--- config.mk ---
export PLATFORM = sky130hd
export DESIGN_NAME = rcr_top
export DESIGN_NICKNAME = d
export VERILOG_FILES = /design/src/logic/rcr_pkg.sv /design/src/logic/rcr_cca_cmp.sv /design/src/logic/rcr_batt_mon.sv /design/src/logic/rcr_top.sv
export SDC_FILE = /design/constraint.sdc
export NUM_CORES = 1
export LEC_CHECK = 0
export BUFFER_PORTS_ARGS = -buffer_cell sky130_fd_sc_hd__buf_4
export CAP_MARGIN = 40
export CORE_MARGIN = 2
export CORE_UTILIZATION = 54
export DETAILED_ROUTE_END_ITERATION = 8
export PLACE_DENSITY = 0.81
export SYNTH_ARGS = -nofsm -noshare
export SYNTH_HDL_FRONTEND = slang
export SYNTH_HIERARCHICAL = 1
export SYNTH_SLANG_ARGS = --single-unit
--- constraint.sdc ---
create_clock -name pclk -period 4 [get_ports pclk]
set_input_delay 0.4 -clock pclk [delete_from_list [all_inputs] [get_ports pclk]]
set_output_delay 0.4 -clock pclk [all_outputs]
set_load 0.05 [all_outputs]
--- src/logic/rcr_pkg.sv ---
// Purpose: constants, types and decode helpers for the radio config bank
// Assumes: byte-wide registers, one per aligned 32-bit APB word
// Notes: register index times four gives the byte address
package rcr_pkg;

    localparam int RCR_AW = 12;
    localparam int RCR_DW = 32;
    localparam int RCR_NCFG = 7;
    localparam int RCR_LANE0 = 0;

    function automatic logic [RCR_AW-1:0] rcr_baddr(
        input logic [9:0] idx
    );
        return {idx, 2'b00};
    endfunction : rcr_baddr

    // register indices
    localparam logic [9:0] RCR_IDX_RXS = 10'h030;
    localparam logic [9:0] RCR_IDX_CCA = 10'h03F;
    localparam logic [9:0] RCR_IDX_CHAN = 10'h200;
    localparam logic [9:0] RCR_IDX_VCO = 10'h201;
    localparam logic [9:0] RCR_IDX_PLL = 10'h202;
    localparam logic [9:0] RCR_IDX_TXP = 10'h203;
    localparam logic [9:0] RCR_IDX_BAT = 10'h205;
    localparam logic [9:0] RCR_IDX_FRB = 10'h206;

    localparam logic [RCR_AW-1:0] RCR_A_RXS = rcr_baddr(RCR_IDX_RXS);
    localparam logic [RCR_AW-1:0] RCR_A_CCA = rcr_baddr(RCR_IDX_CCA);
    localparam logic [RCR_AW-1:0] RCR_A_CHAN = rcr_baddr(RCR_IDX_CHAN);
    localparam logic [RCR_AW-1:0] RCR_A_VCO = rcr_baddr(RCR_IDX_VCO);
    localparam logic [RCR_AW-1:0] RCR_A_PLL = rcr_baddr(RCR_IDX_PLL);
    localparam logic [RCR_AW-1:0] RCR_A_TXP = rcr_baddr(RCR_IDX_TXP);
    localparam logic [RCR_AW-1:0] RCR_A_BAT = rcr_baddr(RCR_IDX_BAT);
    localparam logic [RCR_AW-1:0] RCR_A_FRB = rcr_baddr(RCR_IDX_FRB);

    localparam logic [7:0] RCR_RST = 8'h00;

    // implemented bits; reserved bits are never stored
    localparam logic [7:0] RCR_M_FULL = 8'hFF;
    localparam logic [7:0] RCR_M_PLL = 8'h80;
    localparam logic [7:0] RCR_M_TXP = 8'hF8;
    localparam logic [7:0] RCR_M_BAT = 8'hF0;
    localparam logic [7:0] RCR_M_FRB = 8'h98;

    localparam int RCR_CHAN_LO = 4;
    localparam int RCR_OPT_HI = 3;
    localparam int RCR_PLL_BIT = 7;
    localparam int RCR_COARSE_LO = 6;
    localparam int RCR_FINE_LO = 3;
    localparam int RCR_BATTERY_TRIP_LEVEL_LO = 4;
    localparam int RCR_TX_FILTER_ON_BIT = 7;
    localparam int RCR_WAKE_BIT = 4;
    localparam int RCR_BATTERY_MONITOR_ON_BIT = 3;
    localparam int RCR_BATTERY_LOW_FLAG_BIT = 5;

    localparam logic [4:0] RCR_CH_FIRST = 5'h0B;
    localparam logic [11:0] RCR_MHZ_BASE = 12'h965;
    localparam logic [11:0] RCR_MHZ_STEP = 12'h005;
    localparam logic [8:0] RCR_COARSE_TDB = 9'h064;
    localparam logic [1:0] RCR_WAKE_FAST_MS = 2'h1;
    localparam logic [1:0] RCR_WAKE_SLOW_MS = 2'h3;

    typedef enum logic [3:0] {
        RCR_SEL_CCA = 4'h0,
        RCR_SEL_CHAN = 4'h1,
        RCR_SEL_VCO = 4'h2,
        RCR_SEL_PLL = 4'h3,
        RCR_SEL_TXP = 4'h4,
        RCR_SEL_BAT = 4'h5,
        RCR_SEL_FRB = 4'h6,
        RCR_SEL_RXS = 4'h7,
        RCR_SEL_NONE = 4'h8
    } rcr_sel_t;

    typedef struct packed {
        logic [7:0] energy_busy_threshold;
        logic [3:0] channel_code;
        logic [4:0] channel_number;
        logic [11:0] channel_mhz;
        logic [3:0] rf_optimise_field;
        logic [7:0] vco_optimise_field;
        logic synth_enable;
        logic [1:0] tx_atten_coarse;
        logic [2:0] tx_atten_fine;
        logic [8:0] tx_atten_tdb;
        logic tx_filter_on;
        logic fast_wake_recovery;
        logic [1:0] wake_limit_ms;
        logic battery_monitor_on;
        logic [3:0] battery_trip_level;
    } rcr_cfg_t;

    function automatic rcr_sel_t rcr_decode(
        input logic [RCR_AW-1:0] a
    );
        if (a == RCR_A_CCA) return RCR_SEL_CCA;
        else if (a == RCR_A_CHAN) return RCR_SEL_CHAN;
        else if (a == RCR_A_VCO) return RCR_SEL_VCO;
        else if (a == RCR_A_PLL) return RCR_SEL_PLL;
        else if (a == RCR_A_TXP) return RCR_SEL_TXP;
        else if (a == RCR_A_BAT) return RCR_SEL_BAT;
        else if (a == RCR_A_FRB) return RCR_SEL_FRB;
        else if (a == RCR_A_RXS) return RCR_SEL_RXS;
        else return RCR_SEL_NONE;
    endfunction : rcr_decode

    function automatic logic [7:0] rcr_wmask(input rcr_sel_t s);
        case (s)
            RCR_SEL_PLL: return RCR_M_PLL;
            RCR_SEL_TXP: return RCR_M_TXP;
            RCR_SEL_BAT: return RCR_M_BAT;
            RCR_SEL_FRB: return RCR_M_FRB;
            default: return RCR_M_FULL;
        endcase
    endfunction : rcr_wmask

    // fine attenuation in tenths of a dB
    function automatic logic [8:0] rcr_fine_tdb(input logic [2:0] c);
        case (c)
            3'h1: return 9'h005;
            3'h2: return 9'h00C;
            3'h3: return 9'h013;
            3'h4: return 9'h01C;
            3'h5: return 9'h025;
            3'h6: return 9'h031;
            3'h7: return 9'h03F;
            default: return 9'h000;
        endcase
    endfunction : rcr_fine_tdb

    // trip level in hundredths of a volt, zero when undefined
    function automatic logic [8:0] rcr_batt_cv(input logic [3:0] c);
        case (c)
            4'hE: return 9'h15E;
            4'hD: return 9'h14A;
            4'hC: return 9'h140;
            4'hB: return 9'h136;
            4'hA: return 9'h118;
            4'h9: return 9'h10E;
            4'h8: return 9'h104;
            4'h7: return 9'h0FA;
            default: return 9'h000;
        endcase
    endfunction : rcr_batt_cv

endpackage : rcr_pkg

--- src/logic/rcr_cca_cmp.sv ---
// Purpose: clear-channel busy decision from signal strength
// Assumes: rssi_level is synchronous to pclk
// Notes: busy reads low outside an assessment
`timescale 1ns/1ns
module rcr_cca_cmp
    import rcr_pkg::*;
(
    input wire logic pclk,
    input wire logic presetn,
    input wire logic ce,
    input wire logic cca_active,
    input wire logic [7:0] rssi_level,
    input wire logic [7:0] threshold,
    output logic channel_busy
);

    typedef struct packed {
        logic busy;
    } rcr_cca_state_t;

    rcr_cca_state_t st, next_st;

    always_comb begin
        next_st = st;
        next_st.busy = cca_active && (rssi_level > threshold);
    end

    always_ff @(posedge pclk or negedge presetn) begin
        if (!presetn) begin
            st <= '0;
        end else if (ce) begin
            st <= next_st;
        end
    end

    assign channel_busy = st.busy;
endmodule : rcr_cca_cmp

--- src/logic/rcr_batt_mon.sv ---
// Purpose: battery low-voltage indication and trip level decode
// Assumes: supply_below_trip comes from the analog comparator
// Notes: undefined trip codes never raise the indication
`timescale 1ns/1ns
module rcr_batt_mon
    import rcr_pkg::*;
(
    input wire logic pclk,
    input wire logic presetn,
    input wire logic ce,
    input wire logic monitor_on,
    input wire logic [3:0] trip_level,
    input wire logic supply_below_trip,
    output logic battery_low_flag,
    output logic [8:0] trip_cv
);

    typedef struct packed {
        logic low;
        logic [8:0] cv;
    } rcr_bat_state_t;

    rcr_bat_state_t st, next_st;

    always_comb begin
        next_st = st;
        next_st.cv = rcr_batt_cv(trip_level);
        // comparator output is meaningless for an undefined level
        next_st.low = monitor_on && supply_below_trip
            && (next_st.cv != '0);
    end

    always_ff @(posedge pclk or negedge presetn) begin
        if (!presetn) begin
            st <= '0;
        end else if (ce) begin
            st <= next_st;
        end
    end

    assign battery_low_flag = st.low;
    assign trip_cv = st.cv;
endmodule : rcr_batt_mon

--- src/logic/rcr_top.sv ---
// Purpose: APB configuration register bank for a 2.4 GHz radio
// Assumes: APB4 master on pclk, zero-wait answers, byte lane 0 only
// Notes: all state freezes while ce is low, bus answers included
//
// Register access over APB was decided locally.
`timescale 1ns/1ns

// Behaviour
// channel is busy during assessment when strength exceeds threshold
// energy threshold resets to zero; software should load 0x60
// channel code 0..15 selects channel 11..26, 2405 MHz plus 5 per step
// rf optimise field resets to zero; software should write 0x3
// vco optimise field resets to zero; software should write 0x2
// pll enable bit resets off; software sets it before radio use
// software writes zero to all reserved bits
// coarse power code gives 0, 10, 20 or 30 dB attenuation
// fine power code gives 0 to 6.3 dB attenuation per table
// battery trip code selects 2.5 V to 3.5 V, low codes undefined
// battery low flag reads as bit 5 of receive status
// battery monitor enable bit resets off
// transmit filter bit resets to zero; software should set it
// wake recovery bit picks 1 ms when set, 3 ms when clear
// enabled monitor raises low flag under threshold, off holds it clear
module rcr_top
    import rcr_pkg::*;
(
    input wire logic pclk,
    input wire logic presetn,
    input wire logic ce,
    input wire logic psel,
    input wire logic penable,
    input wire logic pwrite,
    input wire logic [RCR_AW-1:0] paddr,
    input wire logic [RCR_DW-1:0] pwdata,
    input wire logic [3:0] pstrb,
    output logic [RCR_DW-1:0] prdata,
    output logic pready,
    output logic pslverr,
    input wire logic cca_active,
    input wire logic [7:0] rssi_level,
    input wire logic supply_below_trip,
    output rcr_cfg_t cfg,
    output logic channel_busy,
    output logic battery_low_flag,
    output logic [8:0] battery_trip_cv
);

    typedef struct packed {
        logic [RCR_NCFG-1:0][7:0] bank;
        logic [RCR_DW-1:0] rdata;
        logic rdy;
        logic err;
        rcr_cfg_t cfg;
    } rcr_state_t;

    rcr_state_t st, next_st;
    rcr_sel_t sel;
    logic setup_ph;
    logic access_ph;
    logic wr_ok;
    logic [7:0] r_chan;
    logic [7:0] r_txp;
    logic [7:0] r_frb;

    function automatic rcr_cfg_t rcr_fields(
        input logic [RCR_NCFG-1:0][7:0] b
    );
        rcr_cfg_t c;
        logic [7:0] ch;
        logic [7:0] tp;
        logic [7:0] fr;
        ch = b[RCR_SEL_CHAN];
        tp = b[RCR_SEL_TXP];
        fr = b[RCR_SEL_FRB];
        c = '0;
        c.energy_busy_threshold = b[RCR_SEL_CCA];
        c.channel_code = ch[RCR_CHAN_LO +: 4];
        c.channel_number = RCR_CH_FIRST + 5'(c.channel_code);
        c.channel_mhz = RCR_MHZ_BASE
            + 12'(RCR_MHZ_STEP * 12'(c.channel_code));
        c.rf_optimise_field = ch[RCR_OPT_HI:0];
        c.vco_optimise_field = b[RCR_SEL_VCO];
        c.synth_enable = b[RCR_SEL_PLL][RCR_PLL_BIT];
        c.tx_atten_coarse = tp[RCR_COARSE_LO +: 2];
        c.tx_atten_fine = tp[RCR_FINE_LO +: 3];
        c.tx_atten_tdb = 9'(RCR_COARSE_TDB * 9'(c.tx_atten_coarse))
            + rcr_fine_tdb(c.tx_atten_fine);
        c.tx_filter_on = fr[RCR_TX_FILTER_ON_BIT];
        c.fast_wake_recovery = fr[RCR_WAKE_BIT];
        c.wake_limit_ms = c.fast_wake_recovery
            ? RCR_WAKE_FAST_MS : RCR_WAKE_SLOW_MS;
        c.battery_monitor_on = fr[RCR_BATTERY_MONITOR_ON_BIT];
        c.battery_trip_level = b[RCR_SEL_BAT][RCR_BATTERY_TRIP_LEVEL_LO +: 4];
        return c;
    endfunction : rcr_fields

    always_comb begin
        next_st = st;
        sel = rcr_decode(paddr);
        setup_ph = psel && !penable;
        access_ph = psel && penable && st.rdy;
        // error was latched at setup, so a bad access never writes
        wr_ok = access_ph && pwrite && pstrb[RCR_LANE0] && !st.err;
        next_st.rdy = setup_ph;
        if (setup_ph) begin
            next_st.err = (sel == RCR_SEL_NONE)
                || (pwrite && sel == RCR_SEL_RXS);
            next_st.rdata = '0;
            if (!pwrite) begin
                if (sel == RCR_SEL_RXS) begin
                    next_st.rdata[RCR_BATTERY_LOW_FLAG_BIT] = battery_low_flag;
                end else if (sel != RCR_SEL_NONE) begin
                    next_st.rdata[7:0] = st.bank[sel[2:0]];
                end
            end
        end else begin
            next_st.err = 1'b0;
        end
        if (wr_ok) begin
            // reserved bits dropped here, so they always read zero
            next_st.bank[sel[2:0]] = pwdata[7:0] & rcr_wmask(sel);
        end
        next_st.cfg = rcr_fields(next_st.bank);
    end

    always_ff @(posedge pclk or negedge presetn) begin
        if (!presetn) begin
            st <= '0;
        end else if (ce) begin
            st <= next_st;
        end
    end

    assign prdata = st.rdata;
    assign pready = st.rdy;
    assign pslverr = st.err;
    assign cfg = st.cfg;

    rcr_cca_cmp u_cca (
        .pclk(pclk),
        .presetn(presetn),
        .ce(ce),
        .cca_active(cca_active),
        .rssi_level(rssi_level),
        .threshold(st.cfg.energy_busy_threshold),
        .channel_busy(channel_busy)
    );

    rcr_batt_mon u_bat (
        .pclk(pclk),
        .presetn(presetn),
        .ce(ce),
        .monitor_on(st.cfg.battery_monitor_on),
        .trip_level(st.cfg.battery_trip_level),
        .supply_below_trip(supply_below_trip),
        .battery_low_flag(battery_low_flag),
        .trip_cv(battery_trip_cv)
    );

    assign r_chan = st.bank[RCR_SEL_CHAN];
    assign r_txp = st.bank[RCR_SEL_TXP];
    assign r_frb = st.bank[RCR_SEL_FRB];
endmodule : rcr_top

==> results.json <==
{
  "clock_tree.buffer_depth": 2,
  "io_pins": 174,
  "synth_seq_area_share_pct": 37.4,
  "core_area_um2": 12100,
  "synth_commonest_cells": "buf_4, dfrtp_1, nand2_1, o21ai_0, and2_1",
  "drive_above_1_share_pct": 29.1,
  "cts_tree": "built",
  "ys.warnings.count": 6,
  "slowest_stage": "or4_4",
  "async_flop_share_pct": 100,
  "path_clk_slew_ps": 70,
  "placed_cell_area_um2": 7250,
  "yosys_register_bits": 100,
  "netlist_top_cells_area": "dfrtp_1, buf_4, ha_1",
  "synth.avg_cell_area_um2": 9.56,
  "fmax_ghz": 0.266,
  "clk_latency_ps": 360,
  "yosysUniqueCellTypes": 78,
  "cp_slowest_stage_delay_ps": 510,
  "worst-path-max-fanout": 7,
  "start_util_pct": 55.5,
  "track_usage_pct": 25.6,
  "critical_path_required_ps": 4260,
  "p_leak_nw": 3.82,
  "critPathKind": "in -> reg",
  "cts_num_sinks": 100,
  "hpwl_um": 12600,
  "yosysTopAreaCellShare_pct": 37.4,
  "final_nets": 846,
  "htreeDepth": 3,
  "drtAntennaViolNets": 0,
  "r2r_cells": 14,
  "gp_congestion": 0.967,
  "cellPowerDensity_nw_per_um2": 308,
  "overflow": 0,
  "antenna_found_initial": 0,
  "min_period_over_period_pct": 94.0,
  "design_area_um2": 7570,
  "reg2reg_to": "cfg[42]",
  "wire_per_inst_um": 18.0,
  "rsz0062_at_grt": "no",
  "drt_wl_total_um": 16700,
  "diodes": 0,
  "fp.dieW_um": 115,
  "worst_hold_slack_ps": 358,
  "setup-violations-final": 0,
  "crit_family": "simple AND/OR/NAND/NOR gates",
  "port_buffers": 120,
  "slew_headroom_pct": 46.0,
  "synth_edf_count": 0,
  "startpoint_type": "input pin",
  "worstHoldPathCells": 3,
  "outcome": "finished, final reports clean",
  "path_common_cell": "ha_1",
  "fill_cells": 997,
  "drt-initial-drc-count": 454,
  "grt_pass1_wl_um": 26500,
  "synthFlopType": "dfrtp_1",
  "clock_skew_ps": 8.30,
  "cp_cell_sequence": "buf_4 -> or3_1 -> or4_4 -> o21ai_1 -> or4_4 -> nand2_1 -> o21ai_1 -> ha_1 -> ha_1 -> ha_1 -> a31o_2 -> a21oi_1 -> o21bai_1 -> and3_1 -> o31ai_1",
  "syn_inst": 700,
  "slew_viol_final": 0,
  "syn_area_um2": 6690,
  "finalCriticalPeriod_ps": 3760,
  "fp.dieArea_um2": 13300,
  "worst_pin_slew_ps": 803,
  "first_pass_iters": 5,
  "cts-root-buf": "clkbuf_16",
  "cts_buffers": 9,
  "worstHoldStart": "supply_below_trip",
  "worst_hold_path.endpoint": "u_bat/battery_low_flag",
  "via_count": 5297,
  "hold_violations": 0,
  "critPathCaptureType": "register",
  "num_rows": 40,
  "r2r_slack_ps": 240,
  "chipHeight_um": 115,
  "yosys.area.top_type": "dfrtp_1",
  "worstReg2RegStart": "pready",
  "grt_max_degree": 55,
  "grt_pass1_vias": 5113,
  "cap_violations": 0,
  "critPathArrivalTime_ps": 4030,
  "area_delta_synth_final_pct": 13.0,
  "ir_drop_uv": 187,
  "hold_path_class": "in -> reg",
  "drc": 0,
  "worst-path-buf-inv": 1,
  "final_util_pct": 62.7,
  "viasPerCell": 5.71
}
-- layout by cell type (no fill, tap or decap), types with 9 or more instances in the layout --
cell type and count:
o21ai_0 36, a21oi_1 23, nand2_1 45, clkbuf_16 9, ha_1 27, and3_1 18
o31ai_1 9, conb_1 26, nand3_1 18, and2_1 29, nor2_1 21, inv_1 27
nor4_1 14, dfrtp_1 100, buf_4 152, mux2_2 27
-- routing by layer --
metal	global-route usage, %	routed length (um)	up-vias	share of wire (%)
met5	0	0	-	0
met4	9.16	352	0	2.1
met3	3.85	1010	24	6.1
met2	42.7	8130	225	49
met1	34.0	7200	2569	43
li1	-	-	2479	-
-- worst min-delay path, delay by kind of cell --
kind / cells / cell delay (ps)
buf+inv: 1 / 110
compound gates: 2 / 160
-- final cells by class --
type,count,area [um^2],area share [%]
Clock buffer,11,243,3.21
Tap cell,168,210,2.78
Sequential cell,100,2500,33.1
Multi-Input combinational cell,462,3280,43.3
Timing Repair Buffer,154,1170,15.5
Inverter,27,101,1.34
Clock inverter,5,60.1,0.794
-- report_power, final --
part | total [mW] | internal [mW] | switching [mW]
Sequential | 1.05 | 1.03 | 0.0206
Combinational | 0.380 | 0.120 | 0.261
Clock | 0.896 | 0.505 | 0.391
Total | 2.33 | 1.66 | 0.673
-- sequential cells by signal, indices dropped and copies added (netlist names) --
register,count
cfg,40
st,16
prdata,8
r_chan,8
r_frb,8
r_txp,8
u_bat/trip_cv,8
pready,1
pslverr,1
u_bat/battery_low_flag,1
u_cca/channel_busy,1
-- cell families (layout without fill, tap and decap cells) --
family	count (synthesis)	in the layout	synth area share [%]
AND/OR/NAND/NOR	199	199	16.7
other	2	26	0.112
AO/OA/AOI/OAI	154	154	16.6
adder cells (fa/ha/maj)	28	28	5.35
XOR/XNOR	13	13	1.70
buffers and inverters	162	197	15.0
multiplexers	42	42	7.20
flip-flops	100	100	37.4
-- worst max-delay path by stage --
stage | start | endpoint | slack [ps] | cells past startpoint
2_1_floorplan | pready | cfg[42] | 130 | 15
3_3_place_gp | paddr[5] | cfg[42] | 70 | 13
3_5_place_dp | paddr[10] | cfg[42] | -100 | 15
4_1_cts | pready | cfg[42] | 50 | 13
5_1_grt | pready | cfg[42] | 3 | 14
6_report | paddr[10] | cfg[42] | 240 | 15
-- stage by stage --
stage | TNS, ps | cells | power (mW) | setup WS, ps
2_1_floorplan | 0 | 724 | 1.36 | 129
3_3_place_gp | 0 | 908 | 1.44 | 71.5
6_report | 0 | 927 | 2.33 | 238
3_5_place_dp | -170 | 910 | 1.45 | -101
4_1_cts | 0 | 927 | 2.34 | 52.3
5_1_grt | 0 | 927 | 2.42 | 2.54
-- what timing repair did --
item / CTS / global route
gates resized for setup: 0 / 2
hold buffers: 1 / 0
buffers inserted: 0 / 0
hold endpoints to repair: 29 / 0
setup endpoints to repair: 0 / 2
(Power assumes the default switching activity.)
